<file path="src/include/hss_cfg.svh">
`ifndef HSS_CFG_SVH
`define HSS_CFG_SVH

// Width of the homing method field; it holds 0 through 10.
`define HSS_METHOD_W 4
// Highest method handled here; higher values are refused with a fault.
`define HSS_METHOD_MAX 4'h7
// First method that searches on the overtravel limits instead of the home switch.
`define HSS_METHOD_LIMIT_BASE 4'h4
// Width of the trajectory step counter.
`define HSS_STEP_W 2
// Trajectory steps.
`define HSS_STEP_FAST 2'h0
`define HSS_STEP_SLOW 2'h1
`define HSS_STEP_EDGE 2'h2
`define HSS_STEP_INDEX 2'h3
// Clock period and the time held at standstill for each stop, in ns.
`define HSS_CLK_PERIOD_NS 100
`define HSS_DECEL_TIME_NS 1000
// Width of the standstill counter.
`define HSS_DECEL_CNT_W 16
// Number of synchronised inputs: home switch, forward limit, reverse limit, index.
`define HSS_NUM_IN 4
`define HSS_IN_HOME 0
`define HSS_IN_FWD 1
`define HSS_IN_REV 2
`define HSS_IN_INDEX 3

`endif

</file>
<file path="src/include/hss_pkg.sv">
package hss_pkg;

    // Sequencer states.
    typedef enum logic [2:0] {
        HSS_IDLE,
        HSS_RUN,
        HSS_DECEL,
        HSS_STOP,
        HSS_DONE,
        HSS_FAULT
    } hss_state_t;

    // Motion command handed to the profile generator.
    typedef struct packed {
        logic run;
        logic dir_fwd;
        logic speed_high;
    } hss_motion_t;

endpackage : hss_pkg

</file>
<file path="src/hss_homing_sequencer.sv">
// What this block does
// - Method 0: fast forward to switch rise, slow reverse to fall, slow forward to rise.
// - Method 0: forward limit first, fast reverse to switch rise, then as usual.
// - Method 0: switch high at start skips fast phase, slow reverse then forward.
// - Method 1: fast reverse to switch rise, slow forward to fall, slow back to rise.
// - Method 1: reverse limit first, fast forward to switch rise, then slow finish.
// - Method 1: switch high at start, slow forward to fall, slow reverse to rise.
// - Method 2: like method 0, then home on first forward index pulse.
// - Method 2: after forward limit, fast reverse path, then forward index home.
// - Method 2: switch high at start, slow reverse, slow forward, index home.
// - Method 3: mirror of method 2, homing on first reverse index pulse.
// - Method 3: reverse limit first, fast forward path, then reverse index home.
// - Method 3: switch high at start, slow forward to fall, reverse, index home.
// - Method 4: fast forward to forward limit rise, slow reverse, home at its fall.
// - Method 4: forward limit high at start, slow reverse only, home at its fall.
// - Method 5: fast reverse to reverse limit rise, slow forward, home at fall.
// - Method 5: reverse limit high at start, slow forward only, home at fall.
// - Method 6: fast forward to limit, slow reverse to limit fall, then index home.
// - Method 6: limit high at start, slow reverse to fall, then index home.
// - Method 7: fast reverse to limit, slow forward to limit fall, then index.
// - Method 7: limit high at start, slow forward to limit fall, then index.
// - Method 6 uses forward limit as slow-down point, index as home.
// - Methods 0-3 slow down at switch; 0,1 home on switch, 2,3 on index.
// - Method field holds 0 to 10; only 0 to 7 are searched here.
// - Done output high only after success; low when absent, aborted or failed.
// - Search fast until first home-related edge, then slow for precision.
`timescale 1ns/1ps

`include "hss_cfg.svh"

module hss_homing_sequencer #(
    parameter int unsigned DECEL_TIME_NS = `HSS_DECEL_TIME_NS,
    parameter int unsigned CLK_PERIOD_NS = `HSS_CLK_PERIOD_NS
) (
    input wire logic mclk,
    input wire logic sys_rst,
    input wire logic start_pulse,
    input wire logic abort_pulse,
    input wire logic [`HSS_METHOD_W-1:0] homing_method_select,
    input wire logic home_switch_input,
    input wire logic forward_limit_input,
    input wire logic reverse_limit_input,
    input wire logic index_pulse_input,
    output hss_pkg::hss_motion_t motion_profile,
    output logic homing_done_output,
    output logic homing_busy,
    output logic homing_fault
);
    import hss_pkg::*;

    // Standstill time rounded up to whole cycles, never below one.
    localparam int unsigned DECEL_CYC_RAW = (DECEL_TIME_NS + CLK_PERIOD_NS - 1) / CLK_PERIOD_NS;
    localparam int unsigned DECEL_CYC = (DECEL_CYC_RAW < 1) ? 1 : DECEL_CYC_RAW;
    localparam logic [`HSS_DECEL_CNT_W-1:0] DECEL_LAST = `HSS_DECEL_CNT_W'(DECEL_CYC - 1);

    // Pin synchronisers and edge history.
    logic [`HSS_NUM_IN-1:0] pin_meta_q;
    logic [`HSS_NUM_IN-1:0] pin_sync_q;
    logic [`HSS_NUM_IN-1:0] pin_prev_q;
    logic [`HSS_NUM_IN-1:0] pin_raw;

    // Sequencer state.
    hss_state_t state_q, state_d;
    logic [`HSS_STEP_W-1:0] step_q, step_d;
    logic [`HSS_METHOD_W-1:0] method_q, method_d;
    logic redir_q, redir_d;
    logic [`HSS_DECEL_CNT_W-1:0] cnt_q, cnt_d;

    // Registered outputs.
    hss_motion_t motion_q, motion_d;
    logic done_q, done_d;
    logic busy_q, busy_d;
    logic fault_q, fault_d;

    // Decoded edges and the current trajectory segment.
    logic [`HSS_NUM_IN-1:0] rise;
    logic [`HSS_NUM_IN-1:0] fall;
    logic switch_group;
    logic fwd_first;
    logic lim_rise;
    logic lim_fall;
    logic trav_lim_rise;
    logic seg_fwd;
    logic seg_high;
    logic seg_evt;
    logic seg_home;
    logic seg_cont;
    logic redirect;
    logic start_sw_group;
    logic start_fwd;
    logic start_active;
    logic [`HSS_STEP_W-1:0] start_step;

    assign pin_raw = {index_pulse_input, reverse_limit_input, forward_limit_input,
                      home_switch_input};

    // Every pin crosses two flops first; the third stage only serves edge detection,
    // so a fresh edge is seen two cycles after the pin moves.
    always_ff @(posedge mclk or posedge sys_rst) begin
        if (sys_rst) begin
            pin_meta_q <= '0;
            pin_sync_q <= '0;
            pin_prev_q <= '0;
        end else begin
            pin_meta_q <= pin_raw;
            pin_sync_q <= pin_meta_q;
            pin_prev_q <= pin_sync_q;
        end
    end

    // Edges are taken from the synchronised copy only.
    always_comb begin
        rise = pin_sync_q & ~pin_prev_q;
        fall = ~pin_sync_q & pin_prev_q;
    end

    // Branch choice at start, made from the live method field and the stable switch levels.
    always_comb begin
        start_sw_group = homing_method_select < `HSS_METHOD_LIMIT_BASE;
        start_fwd = ~homing_method_select[0];
        if (start_sw_group) begin
            start_active = pin_sync_q[`HSS_IN_HOME];
        end else if (start_fwd) begin
            start_active = pin_sync_q[`HSS_IN_FWD];
        end else begin
            start_active = pin_sync_q[`HSS_IN_REV];
        end
        // Already on the slow-down point: skip the fast phase.
        start_step = start_active ? `HSS_STEP_SLOW : `HSS_STEP_FAST;
    end

    // Segment decoder: direction, speed and the edge that ends the running segment.
    always_comb begin
        switch_group = method_q < `HSS_METHOD_LIMIT_BASE;
        fwd_first = ~method_q[0];
        lim_rise = fwd_first ? rise[`HSS_IN_FWD] : rise[`HSS_IN_REV];
        lim_fall = fwd_first ? fall[`HSS_IN_FWD] : fall[`HSS_IN_REV];
        seg_fwd = fwd_first;
        seg_high = 1'b0;
        seg_evt = 1'b0;
        seg_home = 1'b0;
        seg_cont = 1'b0;
        trav_lim_rise = 1'b0;
        if (switch_group) begin
            case (step_q)
                `HSS_STEP_FAST: begin
                    // After hitting the limit the fast search runs the other way.
                    seg_fwd = fwd_first ^ redir_q;
                    seg_high = 1'b1;
                    seg_evt = rise[`HSS_IN_HOME];
                    trav_lim_rise = seg_fwd ? rise[`HSS_IN_FWD] : rise[`HSS_IN_REV];
                end
                `HSS_STEP_SLOW: begin
                    seg_fwd = ~fwd_first;
                    seg_evt = fall[`HSS_IN_HOME];
                end
                `HSS_STEP_EDGE: begin
                    seg_evt = rise[`HSS_IN_HOME];
                    // Methods 0 and 1 home here; 2 and 3 keep creeping to the index.
                    seg_home = ~method_q[1];
                    seg_cont = method_q[1];
                end
                default: begin
                    seg_evt = rise[`HSS_IN_INDEX];
                    seg_home = 1'b1;
                end
            endcase
        end else begin
            case (step_q)
                `HSS_STEP_FAST: begin
                    seg_high = 1'b1;
                    seg_evt = lim_rise;
                end
                `HSS_STEP_SLOW: begin
                    seg_fwd = ~fwd_first;
                    seg_evt = lim_fall;
                    // Methods 4 and 5 home on the limit edge; 6 and 7 go on to the index.
                    seg_home = ~method_q[1];
                    seg_cont = method_q[1];
                end
                default: begin
                    seg_fwd = ~fwd_first;
                    seg_evt = rise[`HSS_IN_INDEX];
                    seg_home = 1'b1;
                end
            endcase
        end
        // A limit met during the first fast search turns the search round once.
        redirect = trav_lim_rise & ~redir_q;
    end

    // Sequencer next state. Abort wins over everything and leaves done low.
    always_comb begin
        state_d = state_q;
        step_d = step_q;
        method_d = method_q;
        redir_d = redir_q;
        cnt_d = cnt_q;
        done_d = done_q;
        fault_d = fault_q;
        if (abort_pulse) begin
            state_d = HSS_IDLE;
            done_d = 1'b0;
            fault_d = 1'b0;
        end else begin
            case (state_q)
                HSS_IDLE, HSS_DONE, HSS_FAULT: begin
                    if (start_pulse) begin
                        done_d = 1'b0;
                        method_d = homing_method_select;
                        redir_d = 1'b0;
                        cnt_d = '0;
                        if (homing_method_select > `HSS_METHOD_MAX) begin
                            // Methods above 7 are not searched here.
                            state_d = HSS_FAULT;
                            fault_d = 1'b1;
                        end else begin
                            state_d = HSS_RUN;
                            fault_d = 1'b0;
                            step_d = start_step;
                        end
                    end
                end
                HSS_RUN: begin
                    if (redirect) begin
                        redir_d = 1'b1;
                        cnt_d = '0;
                        state_d = HSS_DECEL;
                    end else if (seg_evt) begin
                        cnt_d = '0;
                        if (seg_home) begin
                            state_d = HSS_STOP;
                        end else begin
                            step_d = step_q + `HSS_STEP_W'(1);
                            // The index hunt carries on without stopping.
                            state_d = seg_cont ? HSS_RUN : HSS_DECEL;
                        end
                    end
                end
                HSS_DECEL: begin
                    if (cnt_q == DECEL_LAST) begin
                        state_d = HSS_RUN;
                    end else begin
                        cnt_d = cnt_q + `HSS_DECEL_CNT_W'(1);
                    end
                end
                HSS_STOP: begin
                    if (cnt_q == DECEL_LAST) begin
                        state_d = HSS_DONE;
                        done_d = 1'b1;
                    end else begin
                        cnt_d = cnt_q + `HSS_DECEL_CNT_W'(1);
                    end
                end
                default: begin
                    state_d = HSS_IDLE;
                end
            endcase
        end
    end

    // Sequencer registers.
    always_ff @(posedge mclk or posedge sys_rst) begin
        if (sys_rst) begin
            state_q <= HSS_IDLE;
            step_q <= `HSS_STEP_FAST;
            method_q <= '0;
            redir_q <= 1'b0;
            cnt_q <= '0;
            done_q <= 1'b0;
            fault_q <= 1'b0;
        end else begin
            state_q <= state_d;
            step_q <= step_d;
            method_q <= method_d;
            redir_q <= redir_d;
            cnt_q <= cnt_d;
            done_q <= done_d;
            fault_q <= fault_d;
        end
    end

    // Motion command follows the running segment one cycle late; the profile
    // generator ramps anyway, so the extra cycle costs only a few counts.
    always_comb begin
        motion_d = '0;
        busy_d = (state_q == HSS_RUN) || (state_q == HSS_DECEL) || (state_q == HSS_STOP);
        if (state_q == HSS_RUN && !abort_pulse) begin
            motion_d.run = 1'b1;
            motion_d.dir_fwd = seg_fwd;
            motion_d.speed_high = seg_high;
        end
    end

    // Output registers.
    always_ff @(posedge mclk or posedge sys_rst) begin
        if (sys_rst) begin
            motion_q <= '0;
            busy_q <= 1'b0;
        end else begin
            motion_q <= motion_d;
            busy_q <= busy_d;
        end
    end

    assign motion_profile = motion_q;
    assign homing_done_output = done_q;
    assign homing_busy = busy_q;
    assign homing_fault = fault_q;

endmodule : hss_homing_sequencer

</file>
<file path="config.mk">
export PLATFORM = sky130hd
export DESIGN_NAME = hss_homing_sequencer
export DESIGN_NICKNAME = d
export VERILOG_FILES = /design/src/include/hss_pkg.sv /design/src/hss_homing_sequencer.sv
export VERILOG_INCLUDE_DIRS = /design/src /design/src/include
export SDC_FILE = /design/constraint.sdc
export NUM_CORES = 1
export LEC_CHECK = 0
export ABC_CLOCK_PERIOD_IN_PS = 2250
export BUFFER_PORTS_ARGS = -buffer_cell sky130_fd_sc_hd__buf_2
export CAP_MARGIN = 10
export CORE_ASPECT_RATIO = 1.2
export CORE_MARGIN = 3
export CORE_UTILIZATION = 35
export DETAILED_ROUTE_END_ITERATION = 8
export HOLD_SLACK_MARGIN = 0.08
export PLACE_DENSITY = 0.61
export SYNTH_ARGS = -nofsm -noshare
export SYNTH_HDL_FRONTEND = slang
export SYNTH_SLANG_ARGS = --single-unit
</file>
<file path="constraint.sdc">
create_clock -name mclk -period 2.25 [get_ports mclk]
set_clock_uncertainty 0.1 [all_clocks]
set_input_delay 0.225 -clock mclk [delete_from_list [all_inputs] [get_ports mclk]]
set_output_delay 0.225 -clock mclk [all_outputs]
set_load 0.05 [all_outputs]
</file>
==> results of run 1 <==
[registers in the layout, indices dropped and copies added (netlist names), 2 cells and up]
name	flops
cnt_q	16
method_q	4
motion_profile	3
pin_meta_q	4
pin_prev_q	4
pin_sync_q	4
state_q	3
step_q	2
[worst reg2reg max path: stages (launching register included)]
cell      delay, ns
dfrtp_1        0.42
inv_1          0.17
ha_2           0.27
nor4bb_1       0.22
a21oi_1        0.07
nand3_1        0.13
a21oi_2        0.09
a22oi_4        0.17
buf_4          0.24
a31oi_1        0.12
[metrics by stage]
stage / worst slack, ns / util / total power [mW]
after global placement: 0.135 / 0.403 / 2.13
after detailed placement: 0.0443 / 0.403 / 2.15
after CTS: 0.0283 / 0.430 / 2.69
final: 0.113 / 0.432 / 2.71
after global routing: 0.00907 / 0.432 / 2.90
after floorplan: 0.226 / - / 1.90
[layer usage]
layer | track usage | part of all wire | routed length, microns | vias up
met5 | 0 | 0 | 0 | -
li1 | - | - | - | 890
met2 | 0.228 | 0.47 | 2300 | 44
met3 | 0.0305 | 0.045 | 220 | 7
met1 | 0.187 | 0.47 | 2330 | 862
met4 | 0.0592 | 0.016 | 79 | 0
[worst max path at each step]
stage,start,end,cells past startpoint
after global routing,step_q[1]$_DFFE_PP0P_,cnt_q[8]$_DFFE_PP0P_,9
after global placement,step_q[0]$_DFFE_PP0P_,cnt_q[8]$_DFFE_PP0P_,9
after detailed placement,step_q[0]$_DFFE_PP0P_,cnt_q[11]$_DFFE_PP0P_,9
after floorplan,step_q[0]$_DFFE_PP0P_,cnt_q[1]$_DFFE_PP0P_,8
after CTS,step_q[0]$_DFFE_PP0P_,cnt_q[6]$_DFFE_PP0P_,9
final,step_q[1]$_DFFE_PP0P_,cnt_q[6]$_DFFE_PP0P_,9
[cell families (layout without fill, tap and decap cells)]
family / count (synthesis) / count (layout)
fa+ha+maj: 7 / 7
compound gates: 60 / 60
flops: 44 / 44
simple gates: 94 / 94
mux: 12 / 12
buf+inv: 11 / 43
[repair_timing]
| action | in CTS | in global routing |
|---|---|---|
| hold buffers | 7 | 0 |
| endpoints found under the hold margin | 26 | 0 |
| gates resized for setup | 0 | 3 |
| endpoints found under the setup margin | 0 | 21 |
[area by class of cell]
type	instances	area, sq um
clock inverters	3	25.0
clock buffers	5	68.8
multi-input cells	173	1140
inverters	5	18.8
fillers	606	3500
repair buffers	30	213
well taps	82	103
flip-flops and latches	44	1100
[power groups by stage]
stage	sequential, mW	combinational, mW	clock, mW
3_5_place_dp	1.09	1.06	0
5_1_grt	1.10	1.23	0.570
6_report	1.07	1.11	0.523
2_1_floorplan	1.13	0.774	0
3_3_place_gp	1.08	1.05	0
4_1_cts	1.07	1.08	0.542
[layout by cell type (no fill, tap or decap), types with 3 or more instances in the layout]
cell | synthesis | layout
dlygate4sd3_1 | 0 | 7
nor2b_1 | 4 | 4
nor3_1 | 6 | 6
buf_2 | 0 | 17
and3_1 | 3 | 3
mux2i_1 | 7 | 7
buf_4 | 1 | 5
nor2_1 | 27 | 27
clkbuf_8 | 0 | 5
nand2b_1 | 4 | 4
nand3_1 | 9 | 9
a31oi_1 | 16 | 16
nand2_1 | 21 | 21
dfrtp_1 | 44 | 44
a21oi_1 | 16 | 16
inv_1 | 5 | 4
o21ai_0 | 10 | 10
ha_1 | 7 | 5
mux2_2 | 5 | 5
==> results.tsv, run 1 <==
stage	metric	value	unit
floorplanning	Die ar.	7540	sq um
layout	nets	278	
yosys	register area share after synthesis	0.482	
cts	clock tree root driver cell	clkbuf_8	
timing	Worst-Margin Slew	0.797	ns
yosys	Ys Warns	0	
place	DPL Wire Length	3430	microns
cts	# clock sinks	44	
timing	RSZ-0062 raised after global routing	false	
layout	area grow syn2layout	16.7	%
yosys	Synth Area in Compound Gates	0.173	
cts	number of post-CTS setup repair buffers	0	
power_and_ir_drop	VDD IR-drop max	0.352	mV
layout	fraction of layout cells with a size suffix above 1	0.200	
drt	Initial DRC Count	123	
power_and_ir_drop	power density over the cells	1010	nW/um^2
global_route	Tot GR Track Use	0.143	
power_and_ir_drop	sw frac	0.413	
setup_path	Crit Path Max Fanout	15	
global_route	first-pass GRT wire length	8420	microns
timing	count of final setup violators	0	
yosys	post-synthesis net count	247	
timing	final setup TNS	0	ns
yosys	leading post-synthesis cells by cell area	dfrtp_1, nor2_1, a31oi_1, ha_1, a21oi_1	
drt	DRT Pass-1 Iters	4	
drt	DRC Markers	0	
setup_path	critical path startpoint category	flip-flop	
drt	routed wire length	4930	microns
setup_path	cell family with most CP delay	compound AO/OA/AOI/OAI gates	
cts	clock buffer count from CTS	5	
setup_path	CP max-delay cell	dfrtp_1	
yosys	leading area contributor after synthesis	dfrtp_1	
setup_path	flop2flop setup slack	0.11	ns
drt	Post-DRT Antenna Nets	0	
global_route	vias in the first global route	1756	
timing	fin crit share	0.950	
run_status	run status	finished, final reports clean	
yosys	top cells by count, synth	dfrtp_1, nor2_1, nand2_1	
yosys	adder-cell share of the synthesized area	0.0383	
drt	post-DR vias/cell	5.27	
yosys	number of distinct library cells after synthesis	50	
cts	clock latency at the later pin of the worst-skew pair	0.30	ns
cts	H-tree levels	2	
timing	Rel. slew slack	0.465	
yosys	mapped cell area	2280	sq um
cts	CTS tree	built	
power_and_ir_drop	cell-internal power	1.59	mW
place	DP Area	2490	sq um
timing	final period demand of the worst path	2.14	ns
power_and_ir_drop	Seq pwr share	0.397	
floorplanning	Core ar.	6170	sq um
setup_path	r2r worst-path depth	9	
global_route	initial antenna violation count	0	
global_route	global route overflow	0	
flow_run	# Max-Cap Violations	0	
power_and_ir_drop	Clk pwr share	0.193	
timing	Slew Limit Fails	0	
layout	# diodes	0	
timing	Final Hold Fails	0	
setup_path	worst path bufs/invs	2	
hold_path	hold path depth	2	
place	# placed instances	327	
drt	WL/cell	14.4	microns
floorplanning	chip width	79.8	microns
layout	design area	2670	sq um
setup_path	crit path cell chain	inv_1 > ha_2 > nor4bb_1 > a21oi_1 > nand3_1 > a21oi_2 > a22oi_4 > buf_4 > a31oi_1	
yosys	Syn Inst Count	228	
yosys	asr flop ratio synth	1.00	
timing	Hold Worst Slack	0.0927	ns
yosys	top-count cell post-synth	dfrtp_1	
cts	Max clock buf depth	2	
yosys	mean post-synth cell area	10.0	sq um
yosys	Seq cells post-synth	44	
drt	DR vias	1803	
yosys	top_reg_cell synth	dfrtp_1	
power_and_ir_drop	switching power total	1.12	mW
floorplanning	initial core utilization	0.370	
hold_path	Hold Crit Endpoint	method_q[0]$_DFFE_PP0P_	
place	placer congestion estimate	0.789	
hold_path	Hold Path Origin	homing_method_select[0]	
hold_path	Hold WC Path Type	input pin to flip-flop	
layout	Layout Cells excl Fill	342	
timing	Fmax	468	MHz
setup_path	crit path kind	flip-flop to flip-flop	
setup_path	Reg2Reg Launch Point	step_q[1]$_DFFE_PP0P_	
setup_path	CP peak stage delay	0.42	ns
setup_path	Worst setup EP type	flip-flop	
yosys	mux contribution to synthesized area	0.0553	
setup_path	CP arrival	2.20	ns
yosys	largest family of logic cells by synthesized area	simple AND/OR/NAND/NOR gates	
power_and_ir_drop	combinational share of power	0.410	
cts	CTS clk-pin slew, worst paths	0.09	ns
setup_path	Worst EP required	2.32	ns
floorplanning	FP Rows	31	
setup_path	reg-to-reg endpoint	cnt_q[6]$_DFFE_PP0P_	
yosys	share of the synthesized area in the top cell type	0.482	
floorplanning	io pins	18	
power_and_ir_drop	Leak	1.14	nW
yosys	number of synthesized flops with an enable pin	0	
yosys	Post-Synth XOR/XNOR Area	0	
floorplanning	Die Ht	94.5	microns
yosys	Synth Area in Simple Gates	0.225	
global_route	largest net degree at the start of global routing	25	
place	port bufs	17	
Power figures use the tool's default switching activity.
==> run 2, diff against run 1 <==
ABC_CLOCK_PERIOD_IN_PS = 1700   (was 2250)
CAP_MARGIN = unset   (was 10)
PLACE_DENSITY = unset   (was 0.61)
PLACE_DENSITY_LB_ADDON = 0.12   (was unset)
clock period = 1.7 ns   (was 2.25 ns; I/O delays follow)
==> run 2 against run 1 <==
Critical endpoint is now cnt_q[1]$_DFFE_PP0P_. Wire length rose by 14%. Largest cell class unchanged. Worst setup slack got worse by 0.35 ns. The flow now finishes with violations (negative setup slack). Cell count rose by 15%. Via count rose by 9.8%. Core utilization rose by 11 points. Power rose by 65%. Final area rose by 24%. Sequential share of layout area fell by 8.0 points. Sequential power rose by 29%. Combinational power rose by 100%.
==> results.tsv, run 2 (synthesis gave the netlist of run 1 again) <==
stage	metric	value	unit
run_status	run status	finished, violations left	
run_status	failing checks	negative setup slack	
layout	# diodes	0	
drt	DRC Markers	0	
cts	CTS clk-pin slew, worst paths	0.09	ns
global_route	first-pass GRT wire length	9520	microns
power_and_ir_drop	power density over the cells	1350	nW/um^2
floorplanning	io pins	18	
place	port bufs	17	
layout	Most flops, register	cnt_q	
cts	clock tree root driver cell	clkbuf_8	
setup_path	crit path cell chain	inv_4 > ha_4 > nor4bb_4 > a21oi_2 > nand3_2 > a21oi_4 > a22oi_4 > mux2_4	
timing	Rel. slew slack	0.748	
floorplanning	FP Rows	31	
drt	routed wire length	5610	microns
setup_path	Worst EP required	1.79	ns
flow_run	# Max-Cap Violations	0	
timing	final setup TNS	-3.94	ns
floorplanning	Die ar.	7540	sq um
floorplanning	initial core utilization	0.370	
timing	count of final setup violators	21	
setup_path	CP Depth	8	
timing	RSZ-0062 raised after global routing	true	
layout	nets	330	
drt	Initial DRC Count	75	
layout	Layout fillers	558	
place	placer congestion estimate	0.824	
layout	design area	3320	sq um
power_and_ir_drop	VDD IR-drop max	0.527	mV
setup_path	Worst setup EP type	flip-flop	
cts	CTS tree	built	
setup_path	CP peak stage delay	0.46	ns
setup_path	Crit Path Max Fanout	4	
setup_path	crit path kind	flip-flop to flip-flop	
layout	fraction of layout cells with a size suffix above 1	0.423	
cts	# clock sinks	44	
drt	WL/cell	14.2	microns
global_route	global route overflow	0	
setup_path	CP arrival	2.03	ns
timing	final period demand of the worst path	1.94	ns
floorplanning	Core ar.	6170	sq um
drt	post-DR vias/cell	5.02	
setup_path	worst path bufs/invs	1	
hold_path	hold path depth	2	
timing	fin crit share	1.14	
place	DPL Wire Length	4050	microns
floorplanning	chip width	79.8	microns
timing	Worst-Margin Slew	0.375	ns
cts	Max clock buf depth	2	
cts	clock latency at the later pin of the worst-skew pair	0.30	ns
power_and_ir_drop	Leak	1.43	nW
layout	max reg flops	16	
drt	DR vias	1979	
hold_path	Hold WC Path Type	input pin to flip-flop	
global_route	largest net degree at the start of global routing	45	
layout	area grow syn2layout	45.3	%
timing	final setup margin	-0.240	ns
timing	Fmax	516	MHz
setup_path	CP max-delay cell	dfrtp_2	
timing	Slew Limit Fails	0	
layout	most frequent cells in the layout	buf_4, dfrtp_1, nor2_1, nand2_1, buf_2	
place	DP Area	2880	sq um
drt	Post-DRT Antenna Nets	0	
setup_path	cell family with most CP delay	flip-flops	
global_route	vias in the first global route	1976	
setup_path	r2r worst-path depth	8	
global_route	Tot GR Track Use	0.161	
cts	clock buffer count from CTS	5	
cts	H-tree levels	2	
global_route	initial antenna violation count	0	
floorplanning	Die Ht	94.5	microns
layout	commonest non-fill, non-tap cell in the layout	buf_4	
setup_path	critical path startpoint category	flip-flop	
drt	DRT Pass-1 Iters	4	
timing	Final Hold Fails	0	
-- run 2: changes by cell type in the layout (fill, tap and decap cells not counted), moves of 4 or more --
cell	delta
buf_6	+4
a31oi_1	-5
a21oi_2	+5
a21oi_1	-6
buf_4	+46
-- run 2: path summary, 6_finish.rpt --
path / from / end / slack (ns)
setup reg to reg: step_q[1]$_DFFE_PP0P_ / cnt_q[1]$_DFFE_PP0P_ / -0.24
max in group asynchronous: sys_rst / step_q[1]$_DFFE_PP0P_ / 0.93
hold reg to reg: pin_meta_q[3]$_DFF_PP0_ / pin_sync_q[3]$_DFF_PP0_ / 0.25
hold / removal: homing_method_select[3] / method_q[3]$_DFFE_PP0P_ / 0.12
setup / recovery: step_q[1]$_DFFE_PP0P_ / cnt_q[1]$_DFFE_PP0P_ / -0.24
min in group asynchronous: sys_rst / pin_meta_q[3]$_DFF_PP0_ / 0.35
-- run 2: metal layers --
metal | global-route usage | part of all wire | vias up | wire [microns]
li1 | - | - | 989 | -
met1 | 0.206 | 0.46 | 943 | 2580
met2 | 0.276 | 0.49 | 37 | 2740
met3 | 0.0286 | 0.034 | 10 | 190
met4 | 0.0521 | 0.019 | 0 | 104
met5 | 0 | 0 | - | 0
-- run 2: report_power, final --
group          switching (mW)  internal, mW
sequential              0.162          1.21
clock                   0.389         0.443
combinational            1.19          1.07
total                    1.74          2.73
-- run 2: layout make-up --
cell class	count	area, sq um	share of cell area
clock buffer	5	68.8	0.0207
clock inverter	3	46.3	0.0139
inverter	5	21.3	0.00641
multi-input combinational	173	1350	0.408
sequential	44	1100	0.332
tap	82	103	0.0309
timing repair buffer	82	623	0.188
-- run 2: per-stage QoR --
stage | util | hold WS, ns | power (mW) | std cells | setup WS, ns
final | 0.538 | 0.117 | 4.47 | 394 | -0.240
after floorplan | - | 0.101 | 2.65 | 228 | -0.162
after global placement | 0.466 | 0.125 | 3.30 | 371 | -0.216
after CTS | 0.518 | 0.111 | 4.35 | 393 | -0.242
after global routing | 0.538 | 0.119 | 4.77 | 394 | -0.335
after detailed placement | 0.466 | 0.130 | 3.32 | 371 | -0.277
-- run 2: timing repair --
item                                   4_1_cts  5_1_grt
buffers inserted                             5        2
resized for setup                           13       22
endpoints found under the hold margin       53        0
hold buffers                                 9        0
pin swaps                                   11       14
setup endpoints to repair                   23       23
==> run 3, diff against run 2 <==
SKIP_LAST_GASP = 1   (was unset)
==> run 3 against run 2 <==
The flow still finishes with violations (negative setup slack). Largest power group unchanged. Final area rose by 0.19%. Combinational power is essentially flat. Register-to-register slack barely moved. Wire length rose by 1.1%. Fmax hardly changed. Highest routed layer unchanged. Worst setup slack got worse by 0.0013 ns.
==> results.tsv, run 3 (synthesis gave the netlist of run 1 again) <==
stage	metric	value	unit
layout	max reg flops	16	
power_and_ir_drop	Leak	1.45	nW
timing	Hold Worst Slack	0.117	ns
floorplanning	io pins	18	
cts	clock tree root driver cell	clkbuf_8	
layout	design area	3330	sq um
timing	fin crit share	1.14	
setup_path	Reg2Reg Launch Point	step_q[1]$_DFFE_PP0P_	
drt	DRT Pass-1 Iters	4	
timing	Final Hold Fails	0	
power_and_ir_drop	Power, Total	4.47	mW
cts	H-tree levels	2	
timing	final period demand of the worst path	1.94	ns
timing	RSZ-0062 raised after global routing	true	
timing	final setup TNS	-3.89	ns
timing	final setup margin	-0.241	ns
timing	Rel. slew slack	0.747	
global_route	vias in the first global route	1964	
run_status	failing checks	negative setup slack	
layout	commonest non-fill, non-tap cell in the layout	buf_4	
setup_path	crit path kind	flip-flop to flip-flop	
hold_path	Hold WC Path Type	input pin to flip-flop	
setup_path	crit path cell chain	inv_4 > ha_4 > nor4bb_4 > a21oi_2 > nand3_2 > a21oi_4 > a22oi_4 > mux2_4	
setup_path	Worst EP required	1.79	ns
floorplanning	chip width	79.8	microns
layout	fraction of layout cells with a size suffix above 1	0.424	
timing	Worst-Margin Slew	0.376	ns
global_route	global route overflow	0	
setup_path	CP peak stage delay	0.46	ns
floorplanning	Die ar.	7540	sq um
floorplanning	FP Rows	31	
setup_path	Setup crit start	step_q[1]$_DFFE_PP0P_	
floorplanning	Core ar.	6170	sq um
hold_path	hold path depth	2	
setup_path	flop2flop setup slack	-0.24	ns
setup_path	Crit Path Max Fanout	4	
cts	Max clock buf depth	2	
cts	clock buffer count from CTS	5	
place	port bufs	17	
floorplanning	initial core utilization	0.370	
place	placer congestion estimate	0.824	
drt	routed wire length	5670	microns
floorplanning	Die Ht	94.5	microns
cts	CTS tree	built	
drt	post-DR vias/cell	5.07	
global_route	Tot GR Track Use	0.160	
power_and_ir_drop	VDD IR-drop max	0.528	mV
timing	Fmax	515	MHz
setup_path	reg-to-reg endpoint	cnt_q[1]$_DFFE_PP0P_	
layout	# diodes	0	
drt	Initial DRC Count	86	
cts	# clock sinks	44	
setup_path	CP max-delay cell	dfrtp_2	
hold_path	Hold Crit Endpoint	method_q[3]$_DFFE_PP0P_	
timing	Slew Limit Fails	0	
drt	DRC Markers	0	
timing	count of final setup violators	21	
run_status	run status	finished, violations left	
global_route	first-pass GRT wire length	9420	microns
drt	WL/cell	14.3	microns
cts	clock latency at the later pin of the worst-skew pair	0.30	ns
layout	most frequent cells in the layout	buf_4, dfrtp_1, nor2_1, nand2_1, buf_2	
flow_run	# Max-Cap Violations	0	
power_and_ir_drop	power density over the cells	1340	nW/um^2
layout	Most flops, register	cnt_q	
global_route	largest net degree at the start of global routing	45	
place	DP Area	2880	sq um
global_route	initial antenna violation count	0	
setup_path	critical path startpoint category	flip-flop	
drt	Post-DRT Antenna Nets	0	
hold_path	Hold Path Origin	homing_method_select[3]	
cts	CTS clk-pin slew, worst paths	0.09	ns
layout	nets	332	
layout	area grow syn2layout	45.6	%
setup_path	CP arrival	2.03	ns
setup_path	r2r worst-path depth	8	
drt	DR vias	2006	
setup_path	Worst setup EP type	flip-flop	
place	DPL Wire Length	4050	microns
run 3: how the worst max path moves through the flow:
stage                            endpoint  slack, ns
global route         cnt_q[1]$_DFFE_PP0P_      -0.34
floorplan            cnt_q[1]$_DFFE_PP0P_      -0.16
CTS                  cnt_q[8]$_DFFE_PP0P_      -0.24
global placement    step_q[1]$_DFFE_PP0P_      -0.22
detailed placement  cnt_q[10]$_DFFE_PP0P_      -0.28
finish               cnt_q[1]$_DFFE_PP0P_      -0.24
run 3: power breakdown:
part	internal [mW]	switching [mW]
logic	1.08	1.19
clock network	0.443	0.388
registers	1.21	0.162
total	2.73	1.74
run 3: final cells by class:
class | count | area [sq um]
clock buffer | 5 | 68.8
clock inverter | 3 | 46.3
fill | 561 | 2840
inverter | 5 | 21.3
multi-input combinational | 173 | 1340
sequential | 44 | 1100
tap | 82 | 103
timing repair buffer | 84 | 642
run 3: worst max-delay path, delay by kind of cell (launching register included):
family	cells	cell delay, ns
adders and majority gates	1	0.17
and+or+nand+nor	2	0.33
DFF	1	0.46
buffers and inverters	1	0.10
muxes	1	0.32
AOI/OAI and AO/OA	3	0.35
run 3: per-stage QoR:
| stage | setup slack (ns) | util | cells |
|---|---|---|---|
| finish | -0.241 | 0.539 | 396 |
| global placement | -0.216 | 0.466 | 371 |
| global route | -0.335 | 0.539 | 396 |
| detailed placement | -0.277 | 0.466 | 371 |
| CTS | -0.242 | 0.517 | 393 |
| floorplan | -0.162 | - | 228 |
run 3: timing repair:
| item | 4_1_cts | 5_1_grt |
|---|---|---|
| pin swaps | 10 | 15 |
| buffers inserted | 5 | 4 |
| endpoints found under the setup margin | 23 | 23 |
| hold buffers | 9 | 0 |
| resized for setup | 12 | 23 |
| endpoints found under the hold margin | 53 | 0 |
run 3: per-layer routing:
metal | wire [microns] | vias to the layer above | GRT usage
met5 | 0 | - | 0
li1 | - | 997 | -
met4 | 108 | 0 | 0.0521
met3 | 174 | 12 | 0.0286
met1 | 2650 | 960 | 0.205
met2 | 2740 | 37 | 0.272
